### src/hdl/lp_reset_pkg.sv
// constants and types for the low-power and reset sequencer
package lp_reset_pkg;
	localparam logic [31:0] RESET_CAUSE_STATUS_ADDR = 32'h10000008;
	localparam logic [31:0] LOW_POWER_CONTROL_ADDR = 32'h10000004;
	localparam int POWER_ON_FLAG_BIT = 0;
	localparam int WATCHDOG_FLAG_BIT = 1;
	localparam int SELECT_LSB = 0;
	localparam int HALT_EN_BIT = 2;
	localparam int DUTY_LSB = 3;
	localparam int DUTY_W = 5;
	localparam logic [DUTY_W-1:0] DUTY_FULL = 5'h1F;
	localparam logic [DUTY_W-1:0] DUTY_RESET = 5'h1F;
	localparam logic [1:0] SELECT_IDLE = 2'h0;
	localparam logic [1:0] SELECT_SLEEP = 2'h1;
	localparam int CLK_HZ = 100_000_000;
	localparam int WDT_HOLD_MS = 10;
	localparam int WDT_HOLD_CYCLES = CLK_HZ / 1000 * WDT_HOLD_MS;
	localparam int SLOW_EDGES = 2;

	typedef enum logic [2:0] {
		ST_RUN = 3'h0,
		ST_IDLE_WAIT = 3'h1,
		ST_IDLE = 3'h2,
		ST_SLEEP_DRAIN = 3'h3,
		ST_SLEEP = 3'h4,
		ST_WAKE = 3'h5
	} mode_e;

	typedef struct packed {
		logic cpu_clk_en;
		logic cpu_halt;
		logic periph_clk_en;
		logic pll_on;
		logic clk_out_en;
		logic bus_block;
		logic self_refresh_req;
	} power_ctl_s;
endpackage

### src/hdl/low_power_reset_control.sv
// power-mode sequencing, reset sequencing and reset-cause status
//
// Strobed register access was left to the implementer.
`timescale 1ns/1ps
// What the document requires
// software sets duty before enabling duty halt
// halt cpu when its time slot expires
// duty step one thirty-first, changeable live
// duty halt ends: clear, interrupt, reset, sleep
// select 0 plus sleep instruction gives idle
// gate core clock only once core idle
// idle left on interrupt or reset
// select 1 sleep stops cpu, pll, clock pin
// sleep blocks arbiter, sdram to self-refresh
// stop clocks after bus idle, self-refresh
// software quiesces peripherals before sleep
// sleep left on interrupt, watchdog, power-on
// bit 1 flags watchdog reset, sticky
// bit 0 flags power-on reset, sticky; a watchdog reset clears it in this block
// flags clear on zero, ignore one
// status bits 31:2 read zero
// reset pin low resets at once, pll off
// pin held low until power stable
// watchdog reset within two slow clocks
// watchdog reset held ten milliseconds, pll off
// select 00 idle, 01 sleep, others reserved
// wake restores clocks, sdram before grants
module low_power_reset_control #(
	parameter int WDT_HOLD = lp_reset_pkg::WDT_HOLD_CYCLES
) (
	input wire logic core_clk,
	input wire logic resetn,
	input wire logic [31:0] addr,
	input wire logic [31:0] wdata,
	input wire logic wr,
	input wire logic rd,
	output logic [31:0] rdata,
	input wire logic sleep_instr,
	input wire logic slot_expired,
	input wire logic core_idle,
	input wire logic irq,
	input wire logic bus_idle,
	input wire logic self_refresh_ack,
	input wire logic watchdog_overflow,
	input wire logic slow_32k_clock,
	output lp_reset_pkg::power_ctl_s ctl,
	output logic internal_reset,
	output logic watchdog_clear
);
	logic [1:0] low_power_select, next_low_power_select;
	logic light_halt, next_light_halt;
	logic [lp_reset_pkg::DUTY_W-1:0] duty, next_duty;
	logic power_on_flag, next_power_on_flag;
	logic watchdog_flag, next_watchdog_flag;
	logic [31:0] next_rdata;
	lp_reset_pkg::mode_e mode, next_mode;
	logic [lp_reset_pkg::DUTY_W-1:0] slot_cnt, next_slot_cnt;
	logic [31:0] hold_cnt, next_hold_cnt;
	logic wdt_reset, next_wdt_reset;
	logic [1:0] slow_edge_cnt, next_slow_edge_cnt;
	logic arm, next_arm;
	logic wdt_s1, wdt_s2, slow_s1, slow_s2, slow_s3;
	logic slow_rise;
	logic duty_halt;
	logic is_ctl_wr, is_stat_wr;

	// input synchronisers
	always_ff @(posedge core_clk) begin
		wdt_s1 <= watchdog_overflow;
		wdt_s2 <= wdt_s1;
		slow_s1 <= slow_32k_clock;
		slow_s2 <= slow_s1;
		slow_s3 <= slow_s2;
	end
	assign slow_rise = slow_s2 & ~slow_s3;

	assign is_ctl_wr = wr && addr == lp_reset_pkg::LOW_POWER_CONTROL_ADDR;
	assign is_stat_wr = wr && addr == lp_reset_pkg::RESET_CAUSE_STATUS_ADDR;

	// registers and read path
	always_comb begin
		next_low_power_select = low_power_select;
		next_light_halt = light_halt;
		next_duty = duty;
		next_power_on_flag = power_on_flag;
		next_watchdog_flag = watchdog_flag;
		next_rdata = 32'h0;
		if (is_ctl_wr) begin
			next_low_power_select = wdata[lp_reset_pkg::SELECT_LSB +: 2];
			next_light_halt = wdata[lp_reset_pkg::HALT_EN_BIT];
			next_duty = wdata[lp_reset_pkg::DUTY_LSB +: lp_reset_pkg::DUTY_W];
		end
		if (light_halt && (irq || (sleep_instr && mode == lp_reset_pkg::ST_RUN))) begin
			next_light_halt = 1'b0;
		end
		if (is_stat_wr && !wdata[lp_reset_pkg::POWER_ON_FLAG_BIT]) begin
			next_power_on_flag = 1'b0;
		end
		if (is_stat_wr && !wdata[lp_reset_pkg::WATCHDOG_FLAG_BIT]) begin
			next_watchdog_flag = 1'b0;
		end
		if (wdt_reset) begin
			next_watchdog_flag = 1'b1;
			next_power_on_flag = 1'b0;
			next_low_power_select = lp_reset_pkg::SELECT_IDLE;
			next_light_halt = 1'b0;
			next_duty = lp_reset_pkg::DUTY_RESET;
		end
		if (rd) begin
			unique case (addr)
				lp_reset_pkg::RESET_CAUSE_STATUS_ADDR:
					next_rdata = {30'h0, watchdog_flag, power_on_flag};
				lp_reset_pkg::LOW_POWER_CONTROL_ADDR:
					next_rdata = {24'h0, duty, light_halt, low_power_select};
				default:
					next_rdata = 32'h0;
			endcase
		end
	end

	always_ff @(posedge core_clk) begin
		if (!resetn) begin
			low_power_select <= lp_reset_pkg::SELECT_IDLE;
			light_halt <= 1'b0;
			duty <= lp_reset_pkg::DUTY_RESET;
			power_on_flag <= 1'b1;
			watchdog_flag <= 1'b0;
			rdata <= 32'h0;
		end else begin
			low_power_select <= next_low_power_select;
			light_halt <= next_light_halt;
			duty <= next_duty;
			power_on_flag <= next_power_on_flag;
			watchdog_flag <= next_watchdog_flag;
			rdata <= next_rdata;
		end
	end

	// duty-cycle slot counter, 31 slots per frame
	always_comb begin
		next_slot_cnt = slot_cnt + 5'h01;
		if (slot_cnt >= lp_reset_pkg::DUTY_FULL - 5'h01) begin
			next_slot_cnt = 5'h00;
		end
		if (!light_halt) begin
			next_slot_cnt = 5'h00;
		end
	end
	// halted while slot exhausted, duty of 31 never halts
	assign duty_halt = light_halt && slot_expired && slot_cnt >= duty;

	// watchdog reset: first slow edge after arming, then ten ms hold
	always_comb begin
		next_arm = arm;
		next_slow_edge_cnt = slow_edge_cnt;
		next_wdt_reset = wdt_reset;
		next_hold_cnt = hold_cnt;
		if (wdt_s2 && !arm && !wdt_reset) begin
			next_arm = 1'b1;
			next_slow_edge_cnt = 2'h0;
		end
		if (arm && slow_rise) begin
			next_slow_edge_cnt = slow_edge_cnt + 2'h1;
		end
		if (arm && (slow_rise || slow_edge_cnt != 2'h0)) begin
			next_arm = 1'b0;
			next_wdt_reset = 1'b1;
			next_hold_cnt = 32'h0;
		end
		if (wdt_reset) begin
			next_hold_cnt = hold_cnt + 32'h1;
			if (hold_cnt >= 32'(WDT_HOLD - 1)) begin
				next_wdt_reset = 1'b0;
			end
		end
	end

	always_ff @(posedge core_clk) begin
		if (!resetn) begin
			arm <= 1'b0;
			slow_edge_cnt <= 2'h0;
			wdt_reset <= 1'b0;
			hold_cnt <= 32'h0;
			slot_cnt <= 5'h00;
		end else begin
			arm <= next_arm;
			slow_edge_cnt <= next_slow_edge_cnt;
			wdt_reset <= next_wdt_reset;
			hold_cnt <= next_hold_cnt;
			slot_cnt <= next_slot_cnt;
		end
	end

	// internal reset from pin (immediate) or watchdog; clears watchdog source
	assign internal_reset = !resetn || wdt_reset;
	assign watchdog_clear = wdt_reset;

	// power mode machine
	always_comb begin
		next_mode = mode;
		unique case (mode)
			lp_reset_pkg::ST_RUN: begin
				if (sleep_instr && low_power_select == lp_reset_pkg::SELECT_IDLE) begin
					next_mode = lp_reset_pkg::ST_IDLE_WAIT;
				end else if (sleep_instr && low_power_select == lp_reset_pkg::SELECT_SLEEP) begin
					next_mode = lp_reset_pkg::ST_SLEEP_DRAIN;
				end
			end
			lp_reset_pkg::ST_IDLE_WAIT: begin
				if (irq) begin
					next_mode = lp_reset_pkg::ST_RUN;
				end else if (core_idle) begin
					next_mode = lp_reset_pkg::ST_IDLE;
				end
			end
			lp_reset_pkg::ST_IDLE: begin
				if (irq) begin
					next_mode = lp_reset_pkg::ST_RUN;
				end
			end
			lp_reset_pkg::ST_SLEEP_DRAIN: begin
				if (bus_idle && self_refresh_ack) begin
					next_mode = lp_reset_pkg::ST_SLEEP;
				end
			end
			lp_reset_pkg::ST_SLEEP: begin
				if (irq) begin
					next_mode = lp_reset_pkg::ST_WAKE;
				end
			end
			lp_reset_pkg::ST_WAKE: begin
				if (!self_refresh_ack) begin
					next_mode = lp_reset_pkg::ST_RUN;
				end
			end
			default: next_mode = lp_reset_pkg::ST_RUN;
		endcase
		if (wdt_reset) begin
			next_mode = lp_reset_pkg::ST_RUN;
		end
	end

	always_ff @(posedge core_clk) begin
		if (!resetn) begin
			mode <= lp_reset_pkg::ST_RUN;
		end else begin
			mode <= next_mode;
		end
	end

	// outputs per mode; pll and clock pin off during any reset
	always_comb begin
		ctl.cpu_halt = duty_halt || (mode != lp_reset_pkg::ST_RUN);
		ctl.cpu_clk_en = !(mode == lp_reset_pkg::ST_IDLE || mode == lp_reset_pkg::ST_SLEEP);
		ctl.periph_clk_en = mode != lp_reset_pkg::ST_SLEEP;
		ctl.pll_on = !internal_reset && mode != lp_reset_pkg::ST_SLEEP;
		ctl.clk_out_en = !internal_reset && mode != lp_reset_pkg::ST_SLEEP;
		ctl.bus_block = mode == lp_reset_pkg::ST_SLEEP_DRAIN || mode == lp_reset_pkg::ST_SLEEP
			|| mode == lp_reset_pkg::ST_WAKE;
		ctl.self_refresh_req = mode == lp_reset_pkg::ST_SLEEP_DRAIN
			|| mode == lp_reset_pkg::ST_SLEEP;
	end

	property p_idle_gate;
		@(posedge core_clk) disable iff (!resetn)
		(mode == lp_reset_pkg::ST_IDLE_WAIT && !core_idle) |=> ctl.cpu_clk_en;
	endproperty
	a_idle_gate: assert property (p_idle_gate) else $error("core clock gated early");

	property p_sleep_clk;
		@(posedge core_clk) disable iff (!resetn)
		(mode == lp_reset_pkg::ST_SLEEP) |-> $past(bus_idle) && !ctl.pll_on;
	endproperty
	a_sleep_clk: assert property (p_sleep_clk) else $error("sleep before bus idle");

	property p_block;
		@(posedge core_clk) disable iff (!resetn || wdt_reset)
		(mode == lp_reset_pkg::ST_RUN && sleep_instr
			&& low_power_select == lp_reset_pkg::SELECT_SLEEP)
			|=> ctl.bus_block && ctl.self_refresh_req;
	endproperty
	a_block: assert property (p_block) else $error("sleep entry not blocking bus");

	property p_wake;
		@(posedge core_clk) disable iff (!resetn || wdt_reset)
		(mode == lp_reset_pkg::ST_SLEEP && irq) |=> ctl.bus_block && ctl.periph_clk_en;
	endproperty
	a_wake: assert property (p_wake) else $error("wake order wrong");

	property p_wflag;
		@(posedge core_clk) disable iff (!resetn)
		$rose(wdt_reset) |=> watchdog_flag && !power_on_flag;
	endproperty
	a_wflag: assert property (p_wflag) else $error("watchdog flag not set");

	property p_clear1;
		@(posedge core_clk) disable iff (!resetn || wdt_reset)
		(is_stat_wr && wdata[lp_reset_pkg::POWER_ON_FLAG_BIT]) |=> power_on_flag == $past(power_on_flag);
	endproperty
	a_clear1: assert property (p_clear1) else $error("write one changed flag");

	property p_rsv;
		@(posedge core_clk) disable iff (!resetn)
		$past(rd && addr == lp_reset_pkg::RESET_CAUSE_STATUS_ADDR) |-> rdata[31:2] == 30'h0;
	endproperty
	a_rsv: assert property (p_rsv) else $error("reserved bits nonzero");

	property p_wdt_fast;
		@(posedge core_clk) disable iff (!resetn)
		(arm && slow_rise) |=> wdt_reset && !arm;
	endproperty
	a_wdt_fast: assert property (p_wdt_fast) else $error("watchdog reset late");
endmodule // low_power_reset_control

### config.mk
export PLATFORM = sky130hd
export DESIGN_NAME = low_power_reset_control
export DESIGN_NICKNAME = d
export VERILOG_FILES = /design/src/hdl/lp_reset_pkg.sv /design/src/hdl/low_power_reset_control.sv
export SDC_FILE = /design/constraint.sdc
export NUM_CORES = 1
export LEC_CHECK = 0
export ABC_AREA = 0
export BUFFER_PORTS_ARGS = -buffer_cell sky130_fd_sc_hd__buf_2
export CAP_MARGIN = 25
export CORE_ASPECT_RATIO = 0.75
export CORE_MARGIN = 2
export CORE_UTILIZATION = 35
export DETAILED_ROUTE_END_ITERATION = 10
export REMOVE_ABC_BUFFERS = 1
export SYNTH_ARGS = -nofsm -noshare
export SYNTH_HDL_FRONTEND = slang
export SYNTH_SLANG_ARGS = --single-unit
### constraint.sdc
create_clock -name core_clk -period 3.3 [get_ports core_clk]
set_clock_uncertainty 0.1 [all_clocks]
set_input_delay 0.66 -clock core_clk [delete_from_list [all_inputs] [get_ports core_clk]]
set_output_delay 0.66 -clock core_clk [all_outputs]
set_load 0.05 [all_outputs]
==> summary.txt <==
Placed design
  • Placement Cell Area: 3710 sq um
  • Gpl congestion: 0.756
  • Post-DP HPWL: 5380 um
  • PortBufs: 68

Timing
  • RSZ-0062 raised after global routing: false
  • Worst Hold Slack: 0.225 ns
  • Total negative setup slack: 0 ns
  • Fin crit share: 83.3%
  • Final Hold Vio Count: 0
  • Final setup fails: 0
  • Slew margin rel.: 60.7%
  • Max-slew violation count: 0
  • Clock period minus worst slack: 2.75 ns
  • Worst Tran Pin Value: 0.590 ns
  • Fmax: 364 MHz

Routing
  • Routed WL: 7360 um
  • Drt first pass iters: 4
  • DR vias: 2,860
  • Drt via density: 4.86
  • Post-DRT Antenna Nets: 0
  • Iter 0 DRT Violations: 169
  • Wire length per cell: 12.5 um
  • Drt drc: 0

Setup path
  • R2r setup slk: 1.06 ns
  • Crit path required time: 2.54 ns
  • CP cell instances: inv_1 > ha_1 > nand2b_1 > a21o_1 > a21o_1 > a21oi_1 > o211ai_1 > buf_2
  • Worst EP arrival: 1.99 ns
  • WS Path Type: register to output pin
  • Worst reg-to-reg path cell count: 4
  • Critical path peak fanout: 4
  • Critical-path top delay cell: dfxtp_1
  • Crit start category: register
  • Critical path endpoint category: output pin
  • Max incr delay on CP: 0.37 ns
  • Worst r2r src: watchdog_clear
  • Crit path top cell by count: a21o_1
  • Reg2reg end: hold_cnt[19]

Clock network
  • Clk slew on worst S/H paths: 0.05 ns
  • CTS sink cnt: 67
  • Clk buf depth: 2
  • Inserted Clock Buffers: 9
  • CTS tree: built
  • Post-CTS setup buffer count: 0
  • CTS Hold Bufs: 0
  • H-tree depth: 3
  • Worst skew pair latency: 0.34 ns
  • Clock root buffer: clkbuf_16
  • # resized after CTS: 0

Global routing
  • GR Util met1: 20.5%
  • Gr busiest metal: met2
  • Initial antenna violation count: 0
  • GR Layer Usage met3: 4.66%
  • Largest net degree at the start of global routing: 28
  • Vias in the first global route: 2,538
  • GRT Total Usage: 14.8%
  • M2 GR Usage: 21.7%
  • Global-route wire length before repair: 11,800 um
  • Remaining Overflow, GRT: 0

Layout
  • Share of layout cells above drive strength 1: 20.6%
  • Finished Cell Area: 3980 sq um
  • Area occupied by registers: 1340 sq um
  • FILL cells: 906
  • Area growth, synth to finish: 18.7%
  • # diodes: 0
  • Multi-input combinational cell area: 1790 sq um
  • Final Util: 43.3%
  • Layout Nets: 541

Pwr
  • VDD IR-drop max: 0.000315 V
  • Pwr/cell area: 561 nW/um^2
  • Tot Pwr: 2.24 mW
  • P_leak: 1.74 nW

Logic synthesis
  • Yosys warnings: 0
  • Avg Synthesized Cell Area: 8.63 sq um
  • Post-synth EDFFs: 0
  • Ys async rst share: 0%
  • Most used DFF post-synth: dfxtp_1
  • Sequential share of the synthesized area: 40.0%
  • Post-Syn Area: 3360 sq um
  • Unique masters post-synth: 54
  • Flops & latches, synth: 67
  • Syn Inst Count: 389

Floorplan
  • Row cnt: 30
  • Die area: 10,400 sq um
  • IO Pins: 117
  • Die H: 88.8 um
  • Core Area: 9200 sq um
  • Initial core utilization: 36.5%
  • Die W: 117 um

Worst hold path
  • Hold-critical path depth: 0
  • Hold Path Origin: wdt_s1
  • Worst hold path class: register to register
  • WHS Endpoint: wdt_s2

Run
  • Number of max-cap violations: 0

Status
  • Outcome: finished clean
power breakdown:
part	internal, mW	total (mW)	switching, mW
logic	0.125	0.476	0.350
clock network	0.513	0.884	0.372
registers	0.833	0.876	0.0434
layout make-up:
class | instances | share of cell area, %
Timing Repair Buffer | 70 | 8.92
Clock buffer | 9 | 5.65
Multi-Input combinational cell | 292 | 44.9
Sequential cell | 67 | 33.7
Inverter | 16 | 1.51
Clock inverter | 7 | 1.32
Tap cell | 128 | 4.02
critical path: cells and delay by family, from the launching register on:
family | cells | cell delay (ns)
buffers and inverters | 2 | 0.33
AOI/OAI and AO/OA | 4 | 0.56
DFF | 1 | 0.37
adders and majority gates | 1 | 0.26
and+or+nand+nor | 1 | 0.13
state kept, by name, summed over array words and instances, names as in the netlist, 2 cells and up:
signal / cells
hold_cnt: 32
rdata: 8
duty: 5
slot_cnt: 5
mode: 3
low_power_select: 2
slow_edge_cnt: 2
cells in the final DEF, fill, tap and decap left out, types with 5 or more instances in the layout:
cell type  synthesis  layout
o31ai_1            7       7
nand3_1           31      31
nand4_1            9       9
buf_2              3      68
inv_1             15      15
ha_1               9       9
a21oi_1            6       6
mux2i_1           12      12
o21ai_0           12      12
nor4_1            10      10
dfxtp_1           67      67
nand2_1           33      33
and3_1             9       9
o211ai_1          12      12
nor2_1            32      32
and4_1             6       6
conb_1             1      24
clkbuf_16          0       9
nand2b_1           7       7
nor3_1             5       5
and2_1            17      17
how the worst max path moves through the flow:
stage	to	cells after the start	startpoint
after floorplan	ctl[2]	4	resetn
after global placement	ctl[2]	7	resetn
after detailed placement	ctl[2]	7	resetn
final	ctl[5]	8	slot_cnt[0]
after global routing	ctl[5]	8	slot_cnt[0]
after CTS	ctl[5]	8	slot_cnt[0]
synthesized netlist by cell type, drive strengths merged, types with 2 or more instances:
cell	instances	share of area, %
nand4	10	2.1
and2	17	3.2
dfxtp	67	40
and3	10	2.0
nor3	5	0.75
o2111ai	2	0.52
clkbuf	5	0.56
o211ai	13	3.1
o31ai	7	1.6
nand2	34	3.9
and4	7	1.9
xnor2	4	1.0
a31oi	2	0.37
buf	32	6.9
nor2b	4	0.75
nor3b	2	0.60
nand3	32	5.1
nor4b	2	0.52
a21oi	6	0.89
nand2b	7	1.3
a21o	2	0.45
a22oi	2	0.45
a211oi	2	0.45
o21ai	12	1.8
o21bai	3	0.67
nor2	33	3.8
mux2i	12	3.6
xor2	4	1.0
nor4	10	1.9
o21a	4	0.89
inv	15	1.7
ha	9	3.4
metrics by stage:
stage	cells	worst slack, ns
after floorplan	375	-0.412
after global placement	573	0.605
after detailed placement	573	0.598
after CTS	589	0.526
after global routing	589	0.394
final	589	0.550
layer usage:
layer	wire length, um	vias up
li1	-	1477
met1	3750	1287
met2	3050	87
met3	469	9
met4	85	0
met5	0	-
logic make-up after synthesis:
logic type      Yosys count  synth area share (%)
other cells               1                 0.112
fa+ha+maj                 9                  3.36
mux                      12                  3.58
compound gates           63                  13.3
simple gates            176                  28.3
flops                    67                  40.0
xor+xnor                  8                  2.09
buf+inv                  53                  9.28
(Power assumes the default switching activity.)
